### src/common/gar_pkg.sv
// Purpose: Shared constants and types for the rate sensor command readout
// Assumes: 200 MHz system clock
// Notes:   Serial frame is 8 instruction bits, then 16 answer bits
package gar_pkg;

    // ========================================================
    // Timing
    localparam int CLK_PERIOD_NS = 5;
    localparam int CONV_TIME_NS  = 115000;
    // Longest time, so rounded down
    localparam int CONV_CYCLES   = CONV_TIME_NS / CLK_PERIOD_NS;
    localparam logic [7:0] BUSY_CYCLES = 8'hc8;

    // ========================================================
    // Frame layout
    localparam logic [4:0] CMD_BITS   = 5'h08;
    localparam logic [4:0] FRAME_BITS = 5'h18;

    // ========================================================
    // Instruction codes and fields
    localparam logic [7:0] CTL_MASK     = 8'hf3;
    localparam logic [7:0] CTL_CODE     = 8'h90;
    localparam logic [7:0] READ_CODE    = 8'h80;
    localparam logic [7:0] STAT_CODE    = 8'h88;
    localparam int         CTL_INPUT_SELECT_FLAG_BIT = 3;
    localparam int         CTL_EN_BIT   = 2;

    // ========================================================
    // Answer fields
    localparam int ANS_REFUSE_BIT = 15;
    localparam int ANS_BAD_BIT    = 14;
    localparam int ANS_DONE_BIT   = 13;
    localparam int ANS_BUSY_BIT   = 10;
    localparam int ANS_INPUT_SELECT_FLAG_BIT   = 3;
    localparam int ANS_EN_BIT     = 2;
    localparam int ANS_RES_MSB    = 11;
    localparam int ANS_RES_LSB    = 1;
    localparam int RES_BITS       = 11;

    // ========================================================
    // Reset values
    localparam logic       INPUT_SELECT_FLAG_RST   = 1'b0;
    localparam logic       EN_RST     = 1'b0;
    localparam logic       DONE_RST   = 1'b1;
    localparam logic [10:0] RES_RST   = 11'h000;

    typedef enum logic [1:0] {OP_CTL, OP_READ, OP_STAT, OP_BAD} gar_op_t;

    function automatic gar_op_t decode_op(input logic [7:0] code);
        if ((code & CTL_MASK) == CTL_CODE)
            return OP_CTL;
        else if (code == READ_CODE)
            return OP_READ;
        else if (code == STAT_CODE)
            return OP_STAT;
        else
            return OP_BAD;
    endfunction

endpackage

### src/common/gar_adc_if.sv
// Purpose: Link between command logic and converter sequencer
// Assumes: Both ends on clk_in
// Notes:   start is a one-cycle pulse
`timescale 1ns/10ps
interface gar_adc_if;
    logic        start;
    logic        input_select_flag;
    logic        en;
    logic        done;
    logic [10:0] result;

    modport ctl (output start, input_select_flag, en, input done, result);
    modport cvt (input start, input_select_flag, en, output done, result);
endinterface

### src/design/gar_conv.sv
// Purpose: Converter sequencer: runs a timed conversion, holds result
// Assumes: Codes on rate/temp inputs are stable, same clock domain
// Notes:   Start is only honoured when idle and enabled
`timescale 1ns/10ps
module gar_conv #(
    parameter int CONV_CYC = gar_pkg::CONV_CYCLES
) (
    // Clock and reset
    input  wire logic        clk_in,
    input  wire logic        sys_rst_in,
    // Command side
    gar_adc_if.cvt           adc,
    // Analog front end codes
    input  wire logic [10:0] rate_code_in,
    input  wire logic [10:0] temp_code_in
);

    logic [14:0] cnt_ff;
    logic [14:0] nxt_cnt;
    logic        done_ff;
    logic        nxt_done;
    logic        ch_ff;
    logic        nxt_ch;
    logic [10:0] res_ff;
    logic [10:0] nxt_res;

    // ========================================================
    // Conversion sequencing
    always_comb
    begin
        nxt_cnt  = cnt_ff;
        nxt_done = done_ff;
        nxt_ch   = ch_ff;
        nxt_res  = res_ff;
        if (done_ff && adc.start && adc.en)
        begin
            nxt_done = 1'b0;
            nxt_cnt  = 15'(CONV_CYC - 1);
            nxt_ch   = adc.input_select_flag;
        end
        else if (!done_ff)
        begin
            if (cnt_ff == 15'h0000)
            begin
                nxt_done = 1'b1;
                // Result only moves at completion
                nxt_res  = ch_ff ? temp_code_in : rate_code_in;
            end
            else
            begin
                nxt_cnt = cnt_ff - 15'h0001;
            end
        end
    end

    always_ff @(posedge clk_in)
    begin
        if (sys_rst_in)
        begin
            cnt_ff  <= 15'h0000;
            done_ff <= gar_pkg::DONE_RST;
            ch_ff   <= gar_pkg::INPUT_SELECT_FLAG_RST;
            res_ff  <= gar_pkg::RES_RST;
        end
        else
        begin
            cnt_ff  <= nxt_cnt;
            done_ff <= nxt_done;
            ch_ff   <= nxt_ch;
            res_ff  <= nxt_res;
        end
    end

    assign adc.done   = done_ff;
    assign adc.result = res_ff;

    // ========================================================
    // Checks
    property p_res_hold;
        @(posedge clk_in) disable iff (sys_rst_in)
        !(!done_ff && cnt_ff == 15'h0000) |=> $stable(res_ff);
    endproperty
    a_res_hold: assert property (p_res_hold)
        else $error("Result changed without a completion");

    property p_run_low;
        @(posedge clk_in) disable iff (sys_rst_in)
        (done_ff && adc.start && adc.en) |=> !done_ff [*8];
    endproperty
    a_run_low: assert property (p_run_low)
        else $error("Done flag set too early after start");

endmodule

### src/design/gar_top.sv
// Purpose: Serial command handling for the embedded rate converter
// Assumes: Host clocks mode 0, sampling on rising edge; frame = ss low
// Notes:   All link pins pass two flops; edges found on clk_in
//
// Operation
// - Control byte 1001, select bit3, enable bit2
// - Control answer: bit15 zero, done, select, enable
// - Read instruction is 0x80 exactly
// - Read answer: done bit13, result bits 11..1
// - Result meaningful only while done is set
// - Bytes and words move most significant first
// - Done low while converting, set on completion
// - Refusal sets bit15 with bad, done, busy
// - Start refused while conversion still running
// - Select zero rate, one temperature; reset zero
// - Enable zero sleeps converter; reset zero
`timescale 1ns/10ps
module gar_top #(
    parameter int CONV_CYC = gar_pkg::CONV_CYCLES
) (
    // Clock and reset
    input  wire logic        clk_in,
    input  wire logic        sys_rst_in,
    // Serial link
    input  wire logic        sclk_in,
    input  wire logic        ss_n_in,
    input  wire logic        mosi_in,
    output logic             miso_out,
    output logic             miso_oe_out,
    // Converter front end codes
    input  wire logic [10:0] rate_code_in,
    input  wire logic [10:0] temp_code_in,
    // Status
    output logic             input_select_flag_sel_out,
    output logic             conv_enable_out,
    output logic             conv_done_out,
    output logic             init_busy_out
);

    gar_adc_if adc ();

    gar_conv #(
        .CONV_CYC (CONV_CYC)
    ) u_conv (
        .clk_in       (clk_in),
        .sys_rst_in   (sys_rst_in),
        .adc          (adc),
        .rate_code_in (rate_code_in),
        .temp_code_in (temp_code_in)
    );

    // ========================================================
    // Pin synchronisers
    logic [2:0] sclk_sync_ff;
    logic [2:0] nxt_sclk_sync;
    logic [1:0] ss_sync_ff;
    logic [1:0] nxt_ss_sync;
    logic [1:0] mosi_sync_ff;
    logic [1:0] nxt_mosi_sync;
    logic       sclk_rise;
    logic       sclk_fall;
    logic       ss_act;
    logic       mosi_bit;

    always_comb
    begin
        nxt_sclk_sync = {sclk_sync_ff[1:0], sclk_in};
        nxt_ss_sync   = {ss_sync_ff[0], ss_n_in};
        nxt_mosi_sync = {mosi_sync_ff[0], mosi_in};
    end

    always_ff @(posedge clk_in)
    begin
        if (sys_rst_in)
        begin
            sclk_sync_ff <= 3'h0;
            ss_sync_ff   <= 2'h3;
            mosi_sync_ff <= 2'h0;
        end
        else
        begin
            sclk_sync_ff <= nxt_sclk_sync;
            ss_sync_ff   <= nxt_ss_sync;
            mosi_sync_ff <= nxt_mosi_sync;
        end
    end

    assign sclk_rise = sclk_sync_ff[1] & ~sclk_sync_ff[2];
    assign sclk_fall = ~sclk_sync_ff[1] & sclk_sync_ff[2];
    assign ss_act    = ~ss_sync_ff[1];
    assign mosi_bit  = mosi_sync_ff[1];

    // ========================================================
    // Power-up initialisation window
    logic [7:0] busy_cnt_ff;
    logic [7:0] nxt_busy_cnt;
    logic       busy_ff;
    logic       nxt_busy;

    always_comb
    begin
        nxt_busy_cnt = busy_cnt_ff;
        nxt_busy     = busy_ff;
        if (busy_ff)
        begin
            if (busy_cnt_ff == gar_pkg::BUSY_CYCLES - 8'h01)
                nxt_busy = 1'b0;
            else
                nxt_busy_cnt = busy_cnt_ff + 8'h01;
        end
    end

    always_ff @(posedge clk_in)
    begin
        if (sys_rst_in)
        begin
            busy_cnt_ff <= 8'h00;
            busy_ff     <= 1'b1;
        end
        else
        begin
            busy_cnt_ff <= nxt_busy_cnt;
            busy_ff     <= nxt_busy;
        end
    end

    // ========================================================
    // Frame, decode and answer
    logic [4:0]       cnt_ff;
    logic [4:0]       nxt_cnt;
    logic [7:0]       in_ff;
    logic [7:0]       nxt_in;
    logic [15:0]      ans_ff;
    logic [15:0]      nxt_ans;
    logic             input_select_flag_ff;
    logic             nxt_input_select_flag;
    logic             en_ff;
    logic             nxt_en;
    logic             cmd_take;
    logic [7:0]       cmd_byte;
    gar_pkg::gar_op_t op;
    logic             refuse;
    logic             start;

    assign cmd_byte = {in_ff[6:0], mosi_bit};
    assign op       = gar_pkg::decode_op(cmd_byte);

    always_comb
    begin
        nxt_cnt  = cnt_ff;
        nxt_in   = in_ff;
        nxt_ans  = ans_ff;
        nxt_input_select_flag = input_select_flag_ff;
        nxt_en   = en_ff;
        cmd_take = 1'b0;
        refuse   = 1'b0;
        start    = 1'b0;
        if (!ss_act)
        begin
            // Frame abort drops a partial instruction
            nxt_cnt = 5'h00;
            nxt_ans = 16'h0000;
        end
        else
        begin
            if (sclk_rise && cnt_ff < gar_pkg::FRAME_BITS)
                nxt_cnt = cnt_ff + 5'h01;
            if (sclk_rise && cnt_ff < gar_pkg::CMD_BITS)
                nxt_in = cmd_byte;
            if (sclk_rise && cnt_ff == gar_pkg::CMD_BITS - 5'h01)
                cmd_take = 1'b1;
            // Bit 15 stands through the 9th rising edge
            if (sclk_fall && cnt_ff > gar_pkg::CMD_BITS)
                nxt_ans = {ans_ff[14:0], 1'b0};
        end
        if (cmd_take)
        begin
            refuse = busy_ff || op == gar_pkg::OP_BAD
                  || (op == gar_pkg::OP_CTL && !adc.done);
            nxt_ans = 16'h0000;
            nxt_ans[gar_pkg::ANS_DONE_BIT] = adc.done;
            if (refuse)
            begin
                nxt_ans[gar_pkg::ANS_REFUSE_BIT] = 1'b1;
                nxt_ans[gar_pkg::ANS_BAD_BIT]    = op == gar_pkg::OP_BAD;
                nxt_ans[gar_pkg::ANS_BUSY_BIT]   = busy_ff;
            end
            else if (op == gar_pkg::OP_READ)
            begin
                // Result bits are stale while done is low
                nxt_ans[gar_pkg::ANS_RES_MSB:gar_pkg::ANS_RES_LSB] =
                    adc.result;
            end
            else
            begin
                if (op == gar_pkg::OP_CTL)
                begin
                    nxt_input_select_flag = cmd_byte[gar_pkg::CTL_INPUT_SELECT_FLAG_BIT];
                    nxt_en   = cmd_byte[gar_pkg::CTL_EN_BIT];
                    start    = cmd_byte[gar_pkg::CTL_EN_BIT];
                end
                nxt_ans[gar_pkg::ANS_INPUT_SELECT_FLAG_BIT] = nxt_input_select_flag;
                nxt_ans[gar_pkg::ANS_EN_BIT]   = nxt_en;
            end
        end
    end

    always_ff @(posedge clk_in)
    begin
        if (sys_rst_in)
        begin
            cnt_ff  <= 5'h00;
            in_ff   <= 8'h00;
            ans_ff  <= 16'h0000;
            input_select_flag_ff <= gar_pkg::INPUT_SELECT_FLAG_RST;
            en_ff   <= gar_pkg::EN_RST;
        end
        else
        begin
            cnt_ff  <= nxt_cnt;
            in_ff   <= nxt_in;
            ans_ff  <= nxt_ans;
            input_select_flag_ff <= nxt_input_select_flag;
            en_ff   <= nxt_en;
        end
    end

    assign adc.start       = start;
    // New select must reach the sequencer in the start cycle
    assign adc.input_select_flag        = nxt_input_select_flag;
    assign adc.en          = nxt_en;
    assign miso_out        = ans_ff[15];
    assign miso_oe_out     = ss_act && cnt_ff >= gar_pkg::CMD_BITS;
    assign input_select_flag_sel_out    = input_select_flag_ff;
    assign conv_enable_out = en_ff;
    assign conv_done_out   = adc.done;
    assign init_busy_out   = busy_ff;

    // ========================================================
    // Checks
    property p_ctl_ans;
        @(posedge clk_in) disable iff (sys_rst_in)
        (cmd_take && !refuse && op == gar_pkg::OP_CTL)
        |=> !ans_ff[15] && ans_ff[3:2] == {input_select_flag_ff, en_ff};
    endproperty
    a_ctl_ans: assert property (p_ctl_ans)
        else $error("Control answer fields wrong");

    property p_read_ans;
        @(posedge clk_in) disable iff (sys_rst_in)
        (cmd_take && !refuse && op == gar_pkg::OP_READ)
        |=> !ans_ff[15] && !ans_ff[0] && ans_ff[11:1] == $past(adc.result);
    endproperty
    a_read_ans: assert property (p_read_ans)
        else $error("Read answer fields wrong");

    property p_read_code;
        @(posedge clk_in) disable iff (sys_rst_in)
        (cmd_take && !busy_ff && cmd_byte == 8'h80) |=> !ans_ff[15];
    endproperty
    a_read_code: assert property (p_read_code)
        else $error("Read instruction not accepted");

    property p_refuse;
        @(posedge clk_in) disable iff (sys_rst_in)
        (cmd_take && (busy_ff || op == gar_pkg::OP_BAD))
        |=> ans_ff[15] && ans_ff[10] == $past(busy_ff);
    endproperty
    a_refuse: assert property (p_refuse)
        else $error("Refusal answer missing");

    property p_no_restart;
        @(posedge clk_in) disable iff (sys_rst_in)
        (cmd_take && op == gar_pkg::OP_CTL && !adc.done)
        |-> !start ##1 ans_ff[15] && $stable(en_ff);
    endproperty
    a_no_restart: assert property (p_no_restart)
        else $error("Running conversion was restarted");

    property p_msb_first;
        @(posedge clk_in) disable iff (sys_rst_in)
        (ss_act && sclk_fall && cnt_ff > gar_pkg::CMD_BITS)
        |=> miso_out == $past(ans_ff[14]);
    endproperty
    a_msb_first: assert property (p_msb_first)
        else $error("Answer shift order wrong");

    property p_flags_rst;
        @(posedge clk_in) disable iff (sys_rst_in)
        $past(sys_rst_in) |-> !input_select_flag_sel_out && !conv_enable_out;
    endproperty
    a_flags_rst: assert property (p_flags_rst)
        else $error("Flags not cleared by reset");

    property p_sleep;
        @(posedge clk_in) disable iff (sys_rst_in)
        !en_ff && !start |=> $stable(adc.done) || adc.done;
    endproperty
    a_sleep: assert property (p_sleep)
        else $error("Conversion began while asleep");

endmodule

### config.mk
export PLATFORM = sky130hd
export DESIGN_NAME = gar_top
export DESIGN_NICKNAME = d
export VERILOG_FILES = /design/src/common/gar_pkg.sv /design/src/common/gar_adc_if.sv /design/src/design/gar_conv.sv /design/src/design/gar_top.sv
export SDC_FILE = /design/constraint.sdc
export NUM_CORES = 1
export LEC_CHECK = 0
export BUFFER_PORTS_ARGS = -buffer_cell sky130_fd_sc_hd__buf_4
export CAP_MARGIN = 0
export CELL_PAD_IN_SITES_DETAIL_PLACEMENT = 1
export CELL_PAD_IN_SITES_GLOBAL_PLACEMENT = 2
export CORE_UTILIZATION = 36
export CTS_CLUSTER_SIZE = 25
export DETAILED_ROUTE_END_ITERATION = 10
export PLACE_DENSITY_LB_ADDON = 0.1
export SYNTH_ARGS = -nofsm -noshare
export SYNTH_HDL_FRONTEND = slang
export SYNTH_SLANG_ARGS = --single-unit
export TNS_END_PERCENT = 100
### constraint.sdc
create_clock -name clk_in -period 3.21 [get_ports clk_in]
set_input_delay 0.642 -clock clk_in [delete_from_list [all_inputs] [get_ports clk_in]]
set_output_delay 0.642 -clock clk_in [all_outputs]
set_load 0.01 [all_outputs]
==> flow_summary.json, run 1 <==
{
  "skew_ns": 0.01177,
  "tns_ns": 0,
  "cts_buffers": 9,
  "dieWidth_um": 102.3,
  "worst-path-buf-inv": 2,
  "tritoncts": "built",
  "synth.distinct_cells": 67,
  "synth_common_cells": "73 x dfxtp_1, 30 x a21oi_1, 25 x nor2_1, 25 x o21ai_0, 23 x nand3_1",
  "routed_wl_um": 8985,
  "ir_drop_v": 0.0001959,
  "nets": 453,
  "synth_top_area_share_pct": 40.36,
  "io_buffers": 32,
  "via_per_inst": 5.485,
  "hpwl_um": 6274,
  "post-route-period-util_pct": 72.27,
  "drc": 0,
  "initial_core_util_pct": 37.05,
  "maxCapViolCount": 0,
  "synth_flop_cell": "dfxtp_1",
  "setup_viol": 0,
  "grt_pass1_wl_um": 15190,
  "grt_setup_unrepaired": "no",
  "grt_pass1_vias": 3159,
  "yosysTopAreaCell": "dfxtp_1",
  "dr.pass1.iters": 4,
  "maxSlewHeadroom_pct": 52.19,
  "ant_nets": 0,
  "num_io_pins": 33,
  "clock_latency_ns": 0.35,
  "grt_max_degree": 62,
  "slowest_delay_ns": 0.54,
  "worstPathArrival_ns": 2.52,
  "worst_pin_slew_ns": 0.7071,
  "first_iter_violations": 114,
  "vias": 3066,
  "hp-class": "register to register",
  "yosysMostFrequentCell": "dfxtp_1",
  "avgSynthCellArea_um2": 9.098,
  "synth-seq-cells": 73,
  "crit_required_ns": 3.41,
  "min_period_ns": 2.320,
  "htree_levels": 3,
  "clock_tree.root_cell": "clkbuf_8",
  "diodes": 0,
  "cts_resized": 0,
  "hold_viol": 0,
  "die_height_um": 102.3,
  "start_kind": "register",
  "critPathKind": "register to register",
  "path_delay_family": "simple AND/OR/NAND/NOR gates",
  "syn_area_um2": 3621,
  "ys_warn_count": 0,
  "postSynthCellCount": 398,
  "endpoint_kind": "register",
  "post_route_cells_drive_above_1_share_pct": 21.60,
  "gr-total-overflow": 0,
  "antenna_found_initial": 0,
  "core_um2": 9774,
  "status": "finished, final reports clean",
  "holdBufCountCts": 0,
  "cellPowerDensity_nw_per_um2": 421.0,
  "worstPathCellList": "inv_1 -> ha_1 -> or4b_4 -> nor4_4 -> buf_4 -> or3_2 -> a31oi_1",
  "synth.area.top_cells": "dfxtp_1 40%, a21oi_1 4.1%, mux2_2 4.0%",
  "worst_path_max_delay_cell": "nor4_4",
  "rows": 36,
  "instances_no_fill": 559,
  "dieArea_um2": 10460,
  "seq_area_frac_synth_pct": 40.36,
  "areaGrowthSynthToFinish_pct": 13.10,
  "clock_path_buffers": 2,
  "leakage_uw": 0.001458,
  "drv_slew": 0,
  "cts.sinks": 73,
  "placed_cells": 543,
  "syn_nets": 430,
  "gp_congestion": 0.8242,
  "synth-edff-count": 0,
  "cp_max_fo": 12,
  "async_flop_share_pct": 0,
  "post_cts_buffers": 0,
  "track_usage_pct": 18.40,
  "clock.fmax_ghz": 0.4311,
  "wire_per_inst_um": 16.07,
  "clkTransAtPathRegs_ns": 0.08
}
cell families after synthesis:
family,Yosys count,synth area share [%]
adders and majority gates,5,1.728
buffers and inverters,47,7.153
muxes,24,7.084
DFF,73,40.36
xor gates and xnor gates,10,2.419
AOI/OAI and AO/OA,101,18.52
and+or+nand+nor,138,22.74
registers in the layout (all words and copies together) (netlist names), 2 cells and up:
register / flops
ans_ff: 15
in_ff: 7
busy_cnt_ff: 8
sclk_sync_ff: 3
ss_sync_ff: 2
cnt_ff: 5
u_conv.adc.result: 11
mosi_sync_ff: 2
u_conv.cnt_ff: 15
cell usage in the layout (no fill, tap or decap), types with 7 or more instances in the layout:
cell | netlist | layout
a21oi_1 | 30 | 30
o31ai_1 | 8 | 8
nand3_1 | 23 | 23
nor2b_1 | 10 | 10
a31oi_1 | 7 | 7
nand4_1 | 19 | 19
clkbuf_8 | 2 | 10
xor2_1 | 8 | 8
inv_1 | 19 | 19
nor2_1 | 25 | 25
mux2i_1 | 11 | 11
nand2_1 | 13 | 13
mux2_2 | 13 | 13
buf_4 | 0 | 40
dfxtp_1 | 73 | 73
o21ai_0 | 25 | 25
power breakdown:
group / internal, uW / switching (uW)
Sequential: 916 / 8.18
Clock: 375 / 349
Combinational: 39.6 / 36.2
layer usage:
layer,vias up,share of wire (%),GRT usage (%),routed length [um]
li1,1512,-,-,-
met1,1523,47,22.47,4204
met2,21,50,32.52,4500
met3,10,1.8,3.352,165
met4,0,1.3,6.044,115
met5,-,0,0,0
through the flow:
step / hold slack, ns / cell area, um2 / power, uW / utilization [%] / worst slack, ns
4_1_cts: 0.4136 / 4095 / 1756 / 41.90 / 0.8872
3_5_place_dp: 0.3949 / 3900 / 1022 / 39.90 / 0.9166
3_3_place_gp: 0.3932 / 3900 / 1021 / 39.90 / 0.9655
2_1_floorplan: 0.3895 / 3621 / 988.1 / - / 1.208
5_1_grt: 0.4367 / 4095 / 1798 / 41.90 / 0.7193
6_report: 0.4128 / 4095 / 1724 / 41.90 / 0.8901
layout make-up:
type,instances,area (um2)
Clock buffer,10,137.6
Timing Repair Buffer,40,300.3
Clock inverter,6,57.56
Fill cell,1166,5679
Tap cell,133,166.4
Multi-Input combinational cell,278,1901
Sequential cell,73,1461
Inverter,19,71.32
path summary, 6_finish.rpt:
kind	start	to	slack (ns)	cells after the start
min	ss_sync_ff[0]	ss_sync_ff[1]	0.41	1
max reg2reg	u_conv.cnt_ff[0]	u_conv.cnt_ff[8]	0.89	7
max	u_conv.cnt_ff[0]	u_conv.cnt_ff[8]	0.89	7
min reg2reg	ss_sync_ff[0]	ss_sync_ff[1]	0.41	1
(Power assumes the default switching activity.)
==> inputs of run 2 (changes only) <==
ABC_AREA = 1   (was unset)
CORE_UTILIZATION = 31   (was 36)
clock period = 2.1 ns   (was 3.21 ns; I/O delays follow)
==> run 2 against run 1 <==
  * The flow now finishes with violations (design-rule violations)
  * First-iteration DRC count is 4.4% lower
  * Synthesized area is 2.3% higher
  * Sequential share of layout area is 2.8 points lower
  * Flip-flop and latch count stayed put
  * Global-route usage is 1.3 points lower
  * Final area is 8.4% higher
  * Register-to-register slack worse by 0.61 ns
  * Critical path depth is 3 higher
  * Routed wire length is 6.9% higher
  * Critical path type unchanged
  * Critical endpoint is now u_conv.ch_ff
  * Highest routed layer unchanged
==> flow_summary.json, run 2 <==
{
  "status": "finished, violations left",
  "violations": "design-rule violations",
  "cp_max_fo": 5,
  "first_iter_violations": 109,
  "diodes": 0,
  "post-place-ws_ns": 0.3082,
  "grt_setup_unrepaired": "no",
  "worst_pin_slew_ns": 0.6531,
  "clock_tree.root_cell": "clkbuf_16",
  "synth_top_area_share_pct": 39.46,
  "areaGrowthSynthToFinish_pct": 19.90,
  "cts.sinks": 73,
  "dr.pass1.iters": 7,
  "switching_power_uw": 683.2,
  "vias": 3248,
  "htree_levels": 3,
  "grt_max_degree": 41,
  "core_um2": 11520,
  "worstPathCellList": "ha_1 -> nand2_1 -> nor2_2 -> nand3_1 -> nor2_1 -> nand3_1 -> nand2_1 -> nand3_1 -> nand2_1 -> inv_1",
  "rows": 39,
  "clock.fmax_ghz": 0.5487,
  "layout_setup_ws_ns": 0.2774,
  "cts_resized": 0,
  "drv_slew": 0,
  "post-route-period-util_pct": 86.79,
  "syn_area_um2": 3704,
  "r2r_slack_ns": 0.28,
  "maxCapViolCount": 0,
  "grt_pass1_wl_um": 16630,
  "cellPowerDensity_nw_per_um2": 750.7,
  "holdBufCountCts": 0,
  "hold_path_startpoint": "ss_n_in",
  "critPathKind": "register to register",
  "syn_nets": 540,
  "antenna_found_initial": 0,
  "skew_ns": 0.004911,
  "synth.area.top_cells": "dfxtp_1 39%, nand2_1 8.6%, inv_1 7.6%",
  "synth.distinct_cells": 34,
  "seqPwrFrac_pct": 42.3,
  "power_frac_clock_pct": 53.7,
  "hpwl_um": 7116,
  "crit_required_ns": 2.34,
  "post_route_cells_drive_above_1_share_pct": 19.31,
  "n_fill_cell": 1440,
  "hold_viol": 0,
  "fin_util_pct": 38.56,
  "gp_congestion": 0.7631,
  "clock_path_buffers": 2,
  "hold_ws_ns": 0.2615,
  "ir_drop_v": 0.0002288,
  "yosysMostFrequentCell": "nand2_1",
  "track_usage_pct": 17.15,
  "layout_common_cells": "85 x nand2_1, 74 x inv_1, 73 x dfxtp_1, 55 x nor2_1, 42 x nand3_1",
  "leakage_uw": 0.001945,
  "slowest_delay_ns": 0.42,
  "worstPathArrival_ns": 2.07,
  "num_io_pins": 33,
  "tritoncts": "built",
  "hp-class": "primary input to register",
  "drc": 2,
  "placed_cells": 676,
  "p_sw_share_pct": 20.50,
  "synth-edff-count": 0,
  "io_buffers": 32,
  "avgSynthCellArea_um2": 7.290,
  "initial_core_util_pct": 32.16,
  "worstReg2RegStart": "cnt_ff[0]",
  "worst_path_max_delay_cell": "dfxtp_1",
  "intPower_uw": 2650,
  "clkTransAtPathRegs_ns": 0.06,
  "rr_worst_depth": 10,
  "grt_pass1_vias": 3336,
  "r2r-end": "u_conv.ch_ff",
  "cts_buffers": 9,
  "instances_no_fill": 692,
  "seq_area_frac_synth_pct": 39.46,
  "synth_flop_cell": "dfxtp_1",
  "async_flop_share_pct": 0,
  "synth_common_cells": "85 x nand2_1, 75 x inv_1, 73 x dfxtp_1",
  "clock_latency_ns": 0.34,
  "ant_nets": 0,
  "via_per_inst": 4.694,
  "final_common_cell": "nand2_1",
  "dieWidth_um": 111.3,
  "post_cts_buffers": 0,
  "cp-endpoint": "u_conv.ch_ff",
  "maxSlewHeadroom_pct": 56.40,
  "ys_warn_count": 0,
  "endpoint_kind": "register",
  "tns_ns": 0,
  "nets": 576,
  "min_period_ns": 1.823,
  "yosysTopAreaCell": "dfxtp_1",
  "wire_per_inst_um": 13.88,
  "synth-seq-cells": 73,
  "setup_viol": 0,
  "dieArea_um2": 12390,
  "postSynthCellCount": 508,
  "share_comb_of_total_power_pct": 4.0,
  "start_kind": "register",
  "routed_wl_um": 9608,
  "die_height_um": 111.3,
  "startpoint": "cnt_ff[0]",
  "gr-total-overflow": 0
}
==> run 2: changes by cell type in the layout (fill, tap and decap cells not counted), sizes merged, moves of 6 or more <==
cell,change
o31ai,-8
or3,-7
a21oi,+11
or4,-6
nor2b,-10
nand4,-14
nor3,+6
inv,+60
nor2,+43
o21ai,+16
nand2,+78
nand3,+24
a221oi,-8
mux2,-13
==> run 2: critical path: cells and delay by family (launching register included) <==
family                   cells  cell delay [ns]
buffers and inverters        1             0.03
AND/OR/NAND/NOR              8             1.06
adder cells (fa/ha/maj)      1             0.22
flip-flops                   1             0.42
==> run 2: routing by layer <==
| layer | track usage [%] | vias up | wire length (um) |
|---|---|---|---|
| li1 | - | 1704 | - |
| met1 | 23.74 | 1494 | 5022 |
| met2 | 25.83 | 41 | 4166 |
| met3 | 2.952 | 9 | 241 |
| met4 | 8.108 | 0 | 176 |
| met5 | 0 | - | 0 |
==> run 2: power groups by stage <==
stage                     Clock, uW  Combinational, uW  Sequential, uW
after floorplan                   0               71.1            1440
after global placement            0                132            1440
after detailed placement          0                136            1440
after CTS                      1850                137            1410
after global routing           1920                152            1410
final                          1790                133            1410
==> run 2: how the worst min path moves through the flow <==
stage                           end  slack (ns)  depth (start not counted)
global route          ss_sync_ff[0]        0.25                          2
global placement      ss_sync_ff[1]        0.39                          1
floorplan           mosi_sync_ff[1]        0.39                          2
finish                ss_sync_ff[0]        0.26                          2
detailed placement    ss_sync_ff[1]        0.40                          1
CTS                   ss_sync_ff[0]        0.25                          2
==> run 2: layout make-up <==
type,count,area (um2),area share (%)
Multi-Input combinational cell,342,1866,42.01
Sequential cell,73,1461,32.91
Inverter,80,304.0,6.847
Timing Repair Buffer,38,285.3,6.424
Clock buffer,11,242.7,5.466
Tap cell,143,178.9,4.029
Clock inverter,5,102.6,2.311
==> run 2: cells by family (layout without fill, tap and decap cells) <==
group | after synthesis | after routing | synth area share (%)
fa+ha+maj | 5 | 5 | 1.689
xor+xnor | 11 | 11 | 2.601
compound gates | 88 | 88 | 13.92
simple gates | 227 | 227 | 29.19
flops | 73 | 73 | 39.46
mux | 11 | 11 | 2.973
buf+inv | 93 | 134 | 10.17
==> run 2: through the flow <==
step	total power (uW)	area, um2
after floorplan	1510	3704
after global placement	1572	4091
after detailed placement	1577	4091
after CTS	3402	4437
after global routing	3480	4441
final	3333	4441
==> inputs of run 3 (changes only) <==
CORE_UTILIZATION = 36   (was 31)
clock period = 2.2 ns   (was 2.1 ns; I/O delays follow)
==> run 3 against run 2 <==
  * The flow now finishes without violations
  * Worst hold slack gained 0.022 ns
  * Register-to-register slack gained 0.03 ns
  * Clock power fell by 32%
  * Clock-buffer cell count increased by 1
  * Routed wire length fell by 2.9%
  * Core utilization increased by 5.1 points
==> flow_summary.json, run 3 (synthesized netlist as in run 2, its figures left out) <==
{
  "status": "finished, final reports clean",
  "dr_wl_met2_um": 4180,
  "crit_required_ns": 2.50,
  "dieArea_um2": 10700,
  "ir_drop_v": 0.0002053,
  "cellPowerDensity_nw_per_um2": 622.9,
  "layout_common_cells": "85 x nand2_1, 75 x inv_1, 73 x dfxtp_1, 55 x nor2_1, 42 x nand3_1",
  "clock_latency_ns": 0.35,
  "routed_wl_um": 9327,
  "grt_setup_unrepaired": "no",
  "track_usage_pct": 19.21,
  "n_fill_cell": 1242,
  "post_route_cells_drive_above_1_share_pct": 19.13,
  "endpoint_kind": "register",
  "die_height_um": 103.4,
  "maxCapViolCount": 0,
  "worst_pin_slew_ns": 0.6759,
  "areaGrowthSynthToFinish_pct": 16.35,
  "holdBufCountCts": 0,
  "setup_viol": 0,
  "hold_viol": 0,
  "diodes": 0,
  "slowest_delay_ns": 0.40,
  "dr.pass1.iters": 4,
  "dieWidth_um": 103.4,
  "grt_pass1_wl_um": 15790,
  "cp_max_fo": 9,
  "clock.fmax_ghz": 0.5273,
  "drc": 0,
  "met3WireLength_um": 210,
  "worstPathArrival_ns": 2.20,
  "io_buffers": 32,
  "skew_ns": 0.01094,
  "grt_max_degree": 23,
  "cts_buffers": 9,
  "cts_resized": 0,
  "clock_path_buffers": 2,
  "wire_per_inst_um": 13.68,
  "post-place-ws_ns": 0.2925,
  "wl_met1_um": 4808,
  "clkTransAtPathRegs_ns": 0.08,
  "p_total_uw": 2684,
  "post_cts_buffers": 0,
  "vias": 3278,
  "first_iter_violations": 72,
  "core_um2": 9864,
  "htree_levels": 3,
  "num_io_pins": 33,
  "final_common_cell": "nand2_1",
  "nets": 576,
  "drv_slew": 0,
  "rows": 36,
  "min_period_ns": 1.896,
  "cts.sinks": 73,
  "ant_nets": 0,
  "clock_tree.root_cell": "clkbuf_8",
  "tritoncts": "built",
  "start_kind": "register",
  "antenna_found_initial": 0,
  "leakage_uw": 0.001899,
  "instances_no_fill": 682,
  "highest_layer": "met4",
  "post-route-period-util_pct": 86.20,
  "hpwl_um": 6877,
  "layout_setup_ws_ns": 0.3036,
  "via_per_inst": 4.806,
  "hp-class": "primary input to register",
  "worstPathCellList": "ha_1 -> nand2_1 -> nor2_2 -> nand4_1 -> nor2_2 -> nand3_2 -> buf_4 -> nand3_2 -> nand2_1 -> inv_1",
  "worst_path_max_delay_cell": "dfxtp_1",
  "critPathKind": "register to register",
  "gp_congestion": 0.7700,
  "grt_pass1_vias": 3228,
  "initial_core_util_pct": 37.54,
  "tns_ns": 0,
  "gr-total-overflow": 0,
  "maxSlewHeadroom_pct": 54.88,
  "placed_cells": 666
}
## run 3: worst max-delay path, delay by kind of cell, from the launching register on
family,cells,cell delay [ns]
and+or+nand+nor,7,0.97
DFF,1,0.40
buffers and inverters,2,0.32
adders and majority gates,1,0.19
## run 3: final timing paths
kind,slack (ns),from,endpoint,cells past startpoint
min reg2reg,0.41,mosi_sync_ff[0],mosi_sync_ff[1],2
max,0.30,cnt_ff[0],u_conv.cnt_ff[6],10
min,0.28,ss_n_in,ss_sync_ff[0],2
max reg2reg,0.30,cnt_ff[0],u_conv.cnt_ff[6],10
## run 3: area by class of cell
| class | count | area, um2 | share of cell area [%] |
|---|---|---|---|
| multi-input combinational | 342 | 1866 | 43.29 |
| sequential | 73 | 1461 | 33.91 |
| inverter | 80 | 300.3 | 6.969 |
| timing repair buffer | 38 | 285.3 | 6.620 |
| tap | 133 | 166.4 | 3.862 |
| clock buffer | 12 | 155.1 | 3.600 |
| clock inverter | 4 | 75.07 | 1.742 |
## run 3: through the flow
step | cell area [um2] | hold WS, ns | util (%)
6_report | 4309 | 0.2833 | 43.68
5_1_grt | 4309 | 0.2731 | 43.68
4_1_cts | 4309 | 0.2699 | 43.68
3_5_place_dp | 4079 | 0.3986 | 41.35
3_3_place_gp | 4079 | 0.3971 | 41.35
2_1_floorplan | 3704 | 0.3883 | -
## run 3: where the power goes
group	internal, uW	switching, uW
Combinational	57.0	69.6
Clock	701	512
Sequential	1330	9.89
## run 3: metal layers
layer  global-route usage [%]  up-vias
met1                    25.92     1534
met2                    31.48       39
met5                        0        -
met3                    2.688       11
li1                         -     1694
met4                    6.501        0
